<file path="src/rtl/nfi_pkg.sv">
// Purpose: Shared constants and types of the interrupt collection unit
// Assumes: Registers reached over a plain address/strobe port, 32-bit words
// Notes: Offsets are word indices; byte address is four times the index
package nfi_pkg;

  // ==========================================================================
  // Register map
  localparam logic [7:0] NFI_IDX_ENABLE = 8'h01;
  localparam logic [7:0] NFI_IDX_STATUS = 8'h02;
  localparam logic [7:0] NFI_IDX_ACK = 8'h03;
  localparam int NFI_ADDR_W = 10;
  localparam logic [1:0] NFI_ADDR_LSB = 2'h0;

  // ==========================================================================
  // Field layout
  localparam int NFI_NSRC = 20;
  localparam logic [19:0] NFI_EN_RW_MASK = 20'h1FFFF;
  localparam logic [19:0] NFI_EN_FIXED = 20'hE0000;
  localparam logic [19:0] NFI_EN_RESET = 20'h00000;
  localparam logic [19:0] NFI_STAT_RESET = 20'h00000;
  localparam logic [11:0] NFI_RSVD_RD = 12'h000;
  localparam logic [31:0] NFI_RD_IDLE = 32'h0000_0000;

  // Event bit positions
  localparam int NFI_B_RX_END = 0;
  localparam int NFI_B_TX_END = 1;
  localparam int NFI_B_IDLE = 2;
  localparam int NFI_B_EXT_MOD = 3;
  localparam int NFI_B_CARD_ACT = 4;
  localparam int NFI_B_STATE_CHG = 5;
  localparam int NFI_B_EXT_OFF = 6;
  localparam int NFI_B_EXT_ON = 7;
  localparam int NFI_B_OWN_OFF = 8;
  localparam int NFI_B_OWN_ON = 9;
  localparam int NFI_B_FIELD_ERR = 10;
  localparam int NFI_B_TIMER0 = 11;
  localparam int NFI_B_TIMER1 = 12;
  localparam int NFI_B_TIMER2 = 13;
  localparam int NFI_B_SOF = 14;
  localparam int NFI_B_SUBCARRIER = 15;
  localparam int NFI_B_OVERTEMP = 16;
  localparam int NFI_B_GEN_ERR = 17;
  localparam int NFI_B_NVM_FAULT = 18;
  localparam int NFI_B_LPCD = 19;

  // ==========================================================================
  // Types
  typedef struct packed {
    logic low_power_card_detect_flag;
    logic nvm_program_fault_flag;
    logic general_error_flag;
    logic overtemp_flag;
    logic subcarrier_seen_flag;
    logic frame_start_seen_flag;
    logic timer_two_flag;
    logic timer_one_flag;
    logic timer_zero_flag;
    logic field_activity_error_flag;
    logic own_field_on_flag;
    logic own_field_off_flag;
    logic ext_field_on_flag;
    logic ext_field_off_flag;
    logic transceive_state_flag;
    logic card_activation_flag;
    logic ext_modulation_flag;
    logic idle_flag;
    logic tx_end_flag;
    logic rx_end_flag;
  } nfi_events_t;

  typedef struct packed {
    logic wr;
    logic rd;
    logic [NFI_ADDR_W-1:0] addr;
    logic [31:0] wdata;
  } nfi_bus_req_t;

  typedef struct packed {
    logic [16:0] pin_gate;
    logic [19:0] flags;
    logic irq;
    logic [31:0] rdata;
  } nfi_state_t;

endpackage : nfi_pkg

</file>
<file path="src/rtl/nfi_irq_unit.sv">
// Purpose: Interrupt collection unit: sticky event flags, pin gates, ack register
// Assumes: Event inputs are one-cycle or level pulses synchronous to core_clk
// Notes: Set wins over a same-cycle acknowledge; irq output is registered
// Summary of operation
// [RL1] Gates 19..17 are fixed one, unwritable, so those events always reach the pin
// [RL2] Gates 16..0 are read/write, reset zero, each passes its flag to the pin
// [RL3] Timer two, one, zero gates sit at bits 13, 12, 11
// [RL4] Status bits match gate positions, are read-only and reset to zero
// [RL5] Bits 0..5: rx end, tx end, idle, modulation, card activation, state change
// [RL6] Bits 6..10: ext field off, ext on, own off, own on, field error
// [RL7] Bits 11..13 timers, 14 frame start, 15 subcarrier, 16 overtemp
// [RL8] Bits 17 general error, 18 nvm fault, 19 card detect; 31..20 reserved
// [RL9] Writing one to an ack bit clears the matching flag; bits 19..0 writable
// [RL10] Ack bit 5 clears state change, bit 4 clears card activation
// [RL11] Pin high while any flag and gate set; zero acks do nothing; flags sticky
// [RL12] Host reads status on interrupt, then acks handled events before waiting
//
// The address-and-strobe port was chosen for this implementation.
module nfi_irq_unit
  import nfi_pkg::*;
(
  // Clock and reset
  input wire logic core_clk,
  input wire logic rst,
  input wire logic clk_en,
  // Register port
  input wire logic [NFI_ADDR_W-1:0] reg_addr,
  input wire logic [31:0] reg_wdata,
  input wire logic reg_wr,
  input wire logic reg_rd,
  output logic [31:0] reg_rdata,
  // Event sources
  input wire nfi_events_t events,
  // Interrupt request pin
  output logic irq_out
);

  // ==========================================================================
  // State
  nfi_state_t s_q;
  nfi_state_t s_d;
  nfi_bus_req_t req;
  logic [19:0] ev_vec;
  logic [19:0] gate_full;
  logic [19:0] ack_vec;
  logic [19:0] flags_next;
  logic sel_en;
  logic sel_stat;
  logic sel_ack;

  // Bus request bundle
  assign req = '{wr: reg_wr, rd: reg_rd, addr: reg_addr, wdata: reg_wdata};
  assign ev_vec = events;

  // Address decode on word index
  assign sel_en = (req.addr == {NFI_IDX_ENABLE, NFI_ADDR_LSB});
  assign sel_stat = (req.addr == {NFI_IDX_STATUS, NFI_ADDR_LSB});
  assign sel_ack = (req.addr == {NFI_IDX_ACK, NFI_ADDR_LSB});

  // Full gate vector: fixed upper gates plus writable ones
  assign gate_full = NFI_EN_FIXED | {3'h0, s_q.pin_gate}; // [RL1] [RL2] [RL3]

  // Acknowledge vector from a write of ones
  assign ack_vec = (req.wr && sel_ack) ? req.wdata[19:0] : 20'h00000; // [RL9] [RL10]

  // Per-bit sticky flag update, set wins over acknowledge
  genvar gi;
  generate
    for (gi = 0; gi < NFI_NSRC; gi++)
    begin : g_flag
      assign flags_next[gi] = ev_vec[gi] | (s_q.flags[gi] & ~ack_vec[gi]); // [RL11] [RL9]
      // Per-bit flag checks
      bit_set_a: assert property ( // [RL4]
        @(posedge core_clk) disable iff (rst)
        (clk_en && ev_vec[gi]) |=> s_q.flags[gi])
        else $error("event did not set its flag");
      bit_sticky_a: assert property ( // [RL11]
        @(posedge core_clk) disable iff (rst)
        (clk_en && s_q.flags[gi] && !ack_vec[gi]) |=> s_q.flags[gi])
        else $error("flag dropped without its ack");
      bit_ack_a: assert property ( // [RL9]
        @(posedge core_clk) disable iff (rst)
        (clk_en && ack_vec[gi] && !ev_vec[gi]) |=> !s_q.flags[gi])
        else $error("ack did not clear its flag");
      bit_quiet_a: assert property ( // [RL4]
        @(posedge core_clk) disable iff (rst)
        (clk_en && !ev_vec[gi] && !s_q.flags[gi]) |=> !s_q.flags[gi])
        else $error("flag set with no event");
    end
  endgenerate

  // Next-state logic
  always_comb
  begin
    s_d = s_q;
    s_d.flags = flags_next; // [RL4] [RL5] [RL6] [RL7] [RL8]
    if (req.wr && sel_en)
    begin
      s_d.pin_gate = req.wdata[16:0] & NFI_EN_RW_MASK[16:0]; // [RL2]
    end
    s_d.irq = |(flags_next & (NFI_EN_FIXED |
               {3'h0, s_d.pin_gate})); // [RL11]
    s_d.rdata = NFI_RD_IDLE;
    if (req.rd)
    begin
      if (sel_en)
      begin
        s_d.rdata = {NFI_RSVD_RD, gate_full}; // [RL1]
      end
      else if (sel_stat)
      begin
        s_d.rdata = {NFI_RSVD_RD, s_q.flags}; // [RL4] [RL8]
      end
      else
      begin
        s_d.rdata = NFI_RD_IDLE; // Ack and unmapped read zero
      end
    end
  end

  // State register with clock enable
  always_ff @(posedge core_clk or posedge rst)
  begin
    if (rst)
    begin
      s_q.pin_gate <= NFI_EN_RESET[16:0];
      s_q.flags <= NFI_STAT_RESET;
      s_q.irq <= 1'b0;
      s_q.rdata <= NFI_RD_IDLE;
    end
    else if (clk_en)
    begin
      s_q <= s_d;
    end
  end

  // Outputs straight from flops
  assign reg_rdata = s_q.rdata;
  assign irq_out = s_q.irq;

  // ==========================================================================
  // Assertions
  property p_sticky;
    @(posedge core_clk) disable iff (rst)
    (clk_en && s_q.flags[NFI_B_TIMER0] && !ack_vec[NFI_B_TIMER0])
      |=> s_q.flags[NFI_B_TIMER0];
  endproperty

  flag_sticky_a: assert property (p_sticky) // [RL11]
    else $error("flag dropped without ack");

  ack_clears_a: assert property ( // [RL9]
    @(posedge core_clk) disable iff (rst)
    (clk_en && ack_vec[NFI_B_CARD_ACT] && !ev_vec[NFI_B_CARD_ACT])
      |=> !s_q.flags[NFI_B_CARD_ACT])
    else $error("ack did not clear flag");

  set_wins_a: assert property ( // [RL9]
    @(posedge core_clk) disable iff (rst)
    (clk_en && ev_vec[NFI_B_STATE_CHG]) |=> s_q.flags[NFI_B_STATE_CHG])
    else $error("event lost");

  fixed_gate_a: assert property ( // [RL1]
    @(posedge core_clk) disable iff (rst)
    (clk_en && ev_vec[NFI_B_LPCD]) |=> irq_out)
    else $error("fixed gate event missed pin");

  gate_blocks_a: assert property ( // [RL2]
    @(posedge core_clk) disable iff (rst)
    (s_q.flags[16:0] & s_q.pin_gate) == 17'h0 && s_q.flags[19:17] == 3'h0
      |-> !irq_out)
    else $error("pin high with no gated flag");

  enable_read_a: assert property ( // [RL1]
    @(posedge core_clk) disable iff (rst)
    (clk_en && req.rd && sel_en) |=> reg_rdata[19:17] == 3'h7
      && reg_rdata[31:20] == 12'h000)
    else $error("enable readback wrong");

  status_read_a: assert property ( // [RL4]
    @(posedge core_clk) disable iff (rst)
    (clk_en && req.rd && sel_stat) |=> reg_rdata[19:0] == $past(s_q.flags))
    else $error("status readback wrong");

  timer_gate_a: assert property ( // [RL3]
    @(posedge core_clk) disable iff (rst)
    (clk_en && req.wr && sel_en) |=> s_q.pin_gate[13:11] == $past(req.wdata[13:11]))
    else $error("timer gate not written");

  zero_ack_a: assert property ( // [RL11]
    @(posedge core_clk) disable iff (rst)
    (clk_en && req.wr && sel_ack && req.wdata[NFI_B_GEN_ERR] == 1'b0
      && s_q.flags[NFI_B_GEN_ERR]) |=> s_q.flags[NFI_B_GEN_ERR])
    else $error("zero ack cleared flag");

  // Register and pin checks
  state_ack_a: assert property ( // [RL10]
    @(posedge core_clk) disable iff (rst)
    (clk_en && ack_vec[NFI_B_STATE_CHG] && !ev_vec[NFI_B_STATE_CHG])
      |=> !s_q.flags[NFI_B_STATE_CHG])
    else $error("state change ack did not clear flag");

  fixed_any_a: assert property ( // [RL1]
    @(posedge core_clk) disable iff (rst)
    (clk_en && ev_vec[NFI_B_LPCD:NFI_B_GEN_ERR] != 3'h0) |=> irq_out)
    else $error("always-on event missed pin");

  irq_level_a: assert property ( // [RL11]
    @(posedge core_clk) disable iff (rst)
    ((s_q.flags & gate_full) != 20'h00000) |-> irq_out)
    else $error("gated flag but pin low");

  gate_write_a: assert property ( // [RL2]
    @(posedge core_clk) disable iff (rst)
    (clk_en && req.wr && sel_en) |=> s_q.pin_gate == $past(req.wdata[16:0]))
    else $error("gate write lost");

  gate_hold_a: assert property ( // [RL2]
    @(posedge core_clk) disable iff (rst)
    (clk_en && !(req.wr && sel_en))
      |=> s_q.pin_gate == $past(s_q.pin_gate))
    else $error("gate changed without write");

  status_ro_a: assert property ( // [RL4]
    @(posedge core_clk) disable iff (rst)
    (clk_en && req.wr && sel_stat && ev_vec == 20'h00000)
      |=> s_q.flags == $past(s_q.flags))
    else $error("status write changed flags");

  ack_read_a: assert property ( // [RL9]
    @(posedge core_clk) disable iff (rst)
    (clk_en && req.rd && sel_ack) |=> reg_rdata == NFI_RD_IDLE)
    else $error("ack register read not zero");

  rdata_idle_a: assert property (
    @(posedge core_clk) disable iff (rst)
    (clk_en && !req.rd) |=> reg_rdata == NFI_RD_IDLE)
    else $error("read data held past its cycle");

  rsvd_read_a: assert property ( // [RL8]
    @(posedge core_clk) disable iff (rst) reg_rdata[31:NFI_NSRC] == NFI_RSVD_RD)
    else $error("reserved bits read nonzero");

  state_freeze_a: assert property (
    @(posedge core_clk) disable iff (rst)
    !clk_en |=> s_q == $past(s_q))
    else $error("state moved while clock enable low");

  // Event inputs land at their status positions
  rx_end_map_a: assert property ( // [RL5]
    @(posedge core_clk) disable iff (rst)
    (clk_en && events.rx_end_flag) |=> s_q.flags[NFI_B_RX_END])
    else $error("rx end flag misplaced");

  tx_end_map_a: assert property ( // [RL5]
    @(posedge core_clk) disable iff (rst)
    (clk_en && events.tx_end_flag) |=> s_q.flags[NFI_B_TX_END])
    else $error("tx end flag misplaced");

  idle_map_a: assert property ( // [RL5]
    @(posedge core_clk) disable iff (rst)
    (clk_en && events.idle_flag) |=> s_q.flags[NFI_B_IDLE])
    else $error("idle flag misplaced");

  ext_mod_map_a: assert property ( // [RL5]
    @(posedge core_clk) disable iff (rst)
    (clk_en && events.ext_modulation_flag) |=> s_q.flags[NFI_B_EXT_MOD])
    else $error("modulation flag misplaced");

  card_act_map_a: assert property ( // [RL5]
    @(posedge core_clk) disable iff (rst)
    (clk_en && events.card_activation_flag) |=> s_q.flags[NFI_B_CARD_ACT])
    else $error("card activation flag misplaced");

  state_chg_map_a: assert property ( // [RL5]
    @(posedge core_clk) disable iff (rst)
    (clk_en && events.transceive_state_flag) |=> s_q.flags[NFI_B_STATE_CHG])
    else $error("state change flag misplaced");

  ext_off_map_a: assert property ( // [RL6]
    @(posedge core_clk) disable iff (rst)
    (clk_en && events.ext_field_off_flag) |=> s_q.flags[NFI_B_EXT_OFF])
    else $error("ext field off flag misplaced");

  ext_on_map_a: assert property ( // [RL6]
    @(posedge core_clk) disable iff (rst)
    (clk_en && events.ext_field_on_flag) |=> s_q.flags[NFI_B_EXT_ON])
    else $error("ext field on flag misplaced");

  own_off_map_a: assert property ( // [RL6]
    @(posedge core_clk) disable iff (rst)
    (clk_en && events.own_field_off_flag) |=> s_q.flags[NFI_B_OWN_OFF])
    else $error("own field off flag misplaced");

  own_on_map_a: assert property ( // [RL6]
    @(posedge core_clk) disable iff (rst)
    (clk_en && events.own_field_on_flag) |=> s_q.flags[NFI_B_OWN_ON])
    else $error("own field on flag misplaced");

  field_err_map_a: assert property ( // [RL6]
    @(posedge core_clk) disable iff (rst)
    (clk_en && events.field_activity_error_flag) |=> s_q.flags[NFI_B_FIELD_ERR])
    else $error("field error flag misplaced");

  timer0_map_a: assert property ( // [RL7]
    @(posedge core_clk) disable iff (rst)
    (clk_en && events.timer_zero_flag) |=> s_q.flags[NFI_B_TIMER0])
    else $error("timer zero flag misplaced");

  timer1_map_a: assert property ( // [RL7]
    @(posedge core_clk) disable iff (rst)
    (clk_en && events.timer_one_flag) |=> s_q.flags[NFI_B_TIMER1])
    else $error("timer one flag misplaced");

  timer2_map_a: assert property ( // [RL7]
    @(posedge core_clk) disable iff (rst)
    (clk_en && events.timer_two_flag) |=> s_q.flags[NFI_B_TIMER2])
    else $error("timer two flag misplaced");

  frame_start_map_a: assert property ( // [RL7]
    @(posedge core_clk) disable iff (rst)
    (clk_en && events.frame_start_seen_flag) |=> s_q.flags[NFI_B_SOF])
    else $error("frame start flag misplaced");

  subcarrier_map_a: assert property ( // [RL7]
    @(posedge core_clk) disable iff (rst)
    (clk_en && events.subcarrier_seen_flag) |=> s_q.flags[NFI_B_SUBCARRIER])
    else $error("subcarrier flag misplaced");

  overtemp_map_a: assert property ( // [RL7]
    @(posedge core_clk) disable iff (rst)
    (clk_en && events.overtemp_flag) |=> s_q.flags[NFI_B_OVERTEMP])
    else $error("overtemp flag misplaced");

  gen_err_map_a: assert property ( // [RL8]
    @(posedge core_clk) disable iff (rst)
    (clk_en && events.general_error_flag) |=> s_q.flags[NFI_B_GEN_ERR])
    else $error("general error flag misplaced");

  nvm_fault_map_a: assert property ( // [RL8]
    @(posedge core_clk) disable iff (rst)
    (clk_en && events.nvm_program_fault_flag) |=> s_q.flags[NFI_B_NVM_FAULT])
    else $error("nvm fault flag misplaced");

  card_detect_map_a: assert property ( // [RL8]
    @(posedge core_clk) disable iff (rst)
    (clk_en && events.low_power_card_detect_flag) |=> s_q.flags[NFI_B_LPCD])
    else $error("card detect flag misplaced");

  irq_seen_c: cover property (@(posedge core_clk) disable iff (rst) $rose(irq_out));
  ack_seen_c: cover property (@(posedge core_clk) disable iff (rst) $fell(irq_out));
  both_c: cover property (@(posedge core_clk) disable iff (rst)
    ev_vec[NFI_B_TIMER2] && ack_vec[NFI_B_TIMER2]);
  freeze_c: cover property (@(posedge core_clk) disable iff (rst)
    !clk_en && ev_vec != 20'h00000);
  misalign_c: cover property (@(posedge core_clk) disable iff (rst)
    req.wr && req.addr[1:0] != NFI_ADDR_LSB);

endmodule : nfi_irq_unit

</file>
<file path="config.mk">
export PLATFORM = sky130hd
export DESIGN_NAME = nfi_irq_unit
export DESIGN_NICKNAME = d
export VERILOG_FILES = /design/src/rtl/nfi_pkg.sv /design/src/rtl/nfi_irq_unit.sv
export SDC_FILE = /design/constraint.sdc
export NUM_CORES = 1
export LEC_CHECK = 0
export BUFFER_PORTS_ARGS = -buffer_cell sky130_fd_sc_hd__buf_4
export CAP_MARGIN = 20
export CORE_AREA = 2 2 95 74
export CTS_CLUSTER_SIZE = 25
export DETAILED_ROUTE_END_ITERATION = 12
export DIE_AREA = 0 0 97 76
export PLACE_DENSITY = 0.78
export SLEW_MARGIN = 20
export SYNTH_ARGS = -nofsm -noshare
export SYNTH_HDL_FRONTEND = slang
export SYNTH_SLANG_ARGS = --single-unit
export TNS_END_PERCENT = 10
</file>
<file path="constraint.sdc">
create_clock -name core_clk -period 2.2 [get_ports core_clk]
set_input_delay 0.44 -clock core_clk [delete_from_list [all_inputs] [get_ports core_clk]]
set_output_delay 0.44 -clock core_clk [all_outputs]
set_load 0.005 [all_outputs]
</file>
==> impl_results.md <==
- PwrDens: 509 nW/um^2
- Clock slew at reported path FFs: around 70 ps
- CTS tree: built
- P_int: 1590 uW
- Hold Vio Cnt, Final: 0
- Port buffer count: 75
- Unrepaired setup endpoints after global routing: yes
- Num ports: 100
- Starting density of the core: a little under 50%
- Pleak: 0.00184 uW
- Synthesized cell area: 3180 sq um
- Post-Syn Instances: 325
- Placed Area: 3830 sq um
- Initial antenna violation count: 0
- WP data arrival: between 2000 and 3000 ps
- Layout cells sized above 1: 36.3%
- Largest net degree at the start of global routing: 59
- Buf/Inv on CP: 3
- Critical R2R Capture: irq_out$_DFFE_PP0P_
- FMAX: 0.439 GHz
- Fillers: 569
- Max Cap Viol: 0
- WL final: 8820 um
- GRT Total Usage: 24.7%
- Ys Warns: 0
- Sw frac: 25.1%
- WP data required: approximately 2400 ps
- Worst r2r src: s_q[51]$_DFFE_PP0P_
- CP max stage cell: or4_1
- Nets: 477
- Sequential share of power: about half
- Root Driver: clkbuf_8
- Worst R2R Setup Slack: 460 ps
- Via-per-instance ratio: 5.89
- Avg Cell Area, Syn: 9.78 sq um
- Initial DRC count: 274
- Core ar.: 6540 sq um
- Dpl cells: around 480
- First-pass GRT wire length: between 10000 and 15000 um
- Flops & latches, synth: 58
- Area grow syn2layout: 31.3%
- Vias in the first global route: 2918
- Failing checks: setup timing
- Antenna diodes: 0
- Post-DRT Antenna Nets: 0
- Psw: 533 uW
- GPL Wtd Cong: 0.869
- Worst Setup Path Type: in2reg
- Netlist cell types: 31
- CP delay by family, top: simple AND/OR/NAND/NOR gates
- Worst-path cell chain: buf_4, buf_4, and3_1, buf_4, nand4_1, a22oi_1, nand3_1, or4_1, o32a_1
- Cts hold-fix bufs: 0
- Fin cells: a little under 500
- Clk buf depth: 2
- Num CTS Buffers: 9
- CP most frequent cell: buf_4
- Worst clock skew: around 9 ps
- Crit-path max cell delay: 540 ps
- Die height: 76 um
- Vias post-DR: 2925
- Die ar.: about 7400 sq um
- Overflow after GRT: 0
- Die X: slightly below 100 um
- Hpwl dp: 5900 um
- Reg2reg path depth: 4
- Critical Path Stages: 9
- Commonest non-fill, non-tap cell in the layout: buf_4
- Fin util: around 64%
- Most frequent cells in the layout: buf_4 (104), dfrtp_1 (58), o22ai_1 (33)
- Tcrit/Tclk final: 104%
- # rows: 26
- Outcome: finished with violations
- Critical Path Start Type: input port
- Maximum vdd drop: roughly 0.28 mV
- Clk network pwr share: 39.4%
- Crit end category: flop
- Tightest Hold Check Type: in2async
- Combinational share of power: around 10%
- Clk Latency, worst-skew pair: ~340 ps
- CP max FO: 8
- # DRC: 0
- Post-Layout Inst Area: 4170 sq um
- H-Tree Depth: 3
- Final WS setup: -78.1 ps
- Clock sink count: 58
- Fin crit period: 2280 ps
- Final setup violation count: 1
- First-pass DRT Iterations: 5
- Avg WL per Cell: approximately 18 um
- Max Slew Vio Count: 0
- Sequential share of the synthesized area: 45.7%
worst reg2reg max path, cell delays in order, from the launching register on:
cell and delay, ps:
dfrtp_1 400, a22oi_1 190, nand3_1 140, or4_1 540, o32a_1 360
power groups by stage:
stage | Combinational (uW) | Clock, uW | Sequential (uW)
global route | 232 | 903 | 1070
finish | 214 | 838 | 1070
global placement | 197 | 0 | 1090
floorplan | 80.2 | 0 | 1090
CTS | 208 | 848 | 1070
detailed placement | 200 | 0 | 1090
synthesized netlist by cell type:
library cell   n  area share [%]
dfrtp_1       58              46
buf_4         35             8.3
o22ai_1       34             6.7
nand2_1       31             3.7
inv_1         30             3.5
a22o_1        20             5.5
a22oi_1       18             4.3
a21oi_1       13             2.0
clkbuf_1      13             1.5
nand4_1       10             2.0
o21ai_0        9             1.4
o32ai_1        8             2.2
mux2i_1        7             2.2
mux2_2         5             1.8
mux2_1         4             1.4
nand3_1        4            0.63
and3_1         3            0.59
buf_2          3            0.47
nor2_1         3            0.35
and2_1         2            0.39
nor3b_2        2            0.79
nor4_4         2             1.3
o32a_1         2            0.63
or4_1          2            0.47
and3b_1        1            0.28
buf_6          1            0.35
conb_1         1            0.12
nand3_2        1            0.31
nand3_4        1            0.55
nor4b_1        1            0.28
o221ai_1       1            0.28
registers in the layout (all words and copies together), names as in the netlist:
signal	flops
gate_full	17
irq_out	1
reg_rdata	20
s_q	20
worst max-delay path by stage:
stage	endpoint	slack, ps	start
2_1_floorplan	irq_out$_DFFE_PP0P_	-180	reg_addr[0]
3_3_place_gp	irq_out$_DFFE_PP0P_	-410	reg_addr[6]
3_5_place_dp	irq_out$_DFFE_PP0P_	-430	reg_addr[6]
4_1_cts	irq_out$_DFFE_PP0P_	4	reg_addr[9]
5_1_grt	irq_out$_DFFE_PP0P_	-100	reg_addr[0]
6_report	irq_out$_DFFE_PP0P_	-80	reg_addr[2]
cell families after synthesis:
family / after synthesis / share of synthesized area, %
DFF: 58 / 45.7
other: 1 / 0.118
and+or+nand+nor: 63 / 11.6
AOI/OAI and AO/OA: 105 / 23.0
buffers and inverters: 82 / 14.2
muxes: 16 / 5.39
cell type report:
class | instances | area, sq um | area share [%]
clock buffer | 11 | 141 | 3.39
tap | 84 | 105 | 2.52
timing repair buffer | 114 | 920 | 22.0
sequential | 58 | 1450 | 34.8
clock inverter | 3 | 17.5 | 0.420
multi-input combinational | 197 | 1430 | 34.2
inverter | 30 | 113 | 2.70
routing by layer:
metal	part of all wire, %	vias up	GRT usage [%]
met5	0	-	0
met4	2.4	0	8.17
met3	8.9	25	7.34
met1	41	1408	32.9
li1	-	1322	-
met2	47	170	39.0
stage by stage:
step | power [uW] | setup slack, ps | TNS (ps) | hold WS, ps
floorplan | 1170 | -182 | -314 | 473
global placement | 1290 | -411 | -411 | 488
detailed placement | 1290 | -425 | -425 | 504
CTS | 2130 | 4.37 | 0 | 163
global route | 2210 | -104 | -104 | 169
finish | 2120 | -78.1 | -78.1 | 158
timing repair:
item | 4_1_cts | 5_1_grt
gates resized for setup | 13 | 10
pin swaps | 7 | 12
gates cloned | 1 | 0
endpoints found under the hold margin | 0 | 0
buffers inserted | 4 | 5
setup endpoints to repair | 1 | 1
No activity file was read; power rests on OpenSTA's default activity.
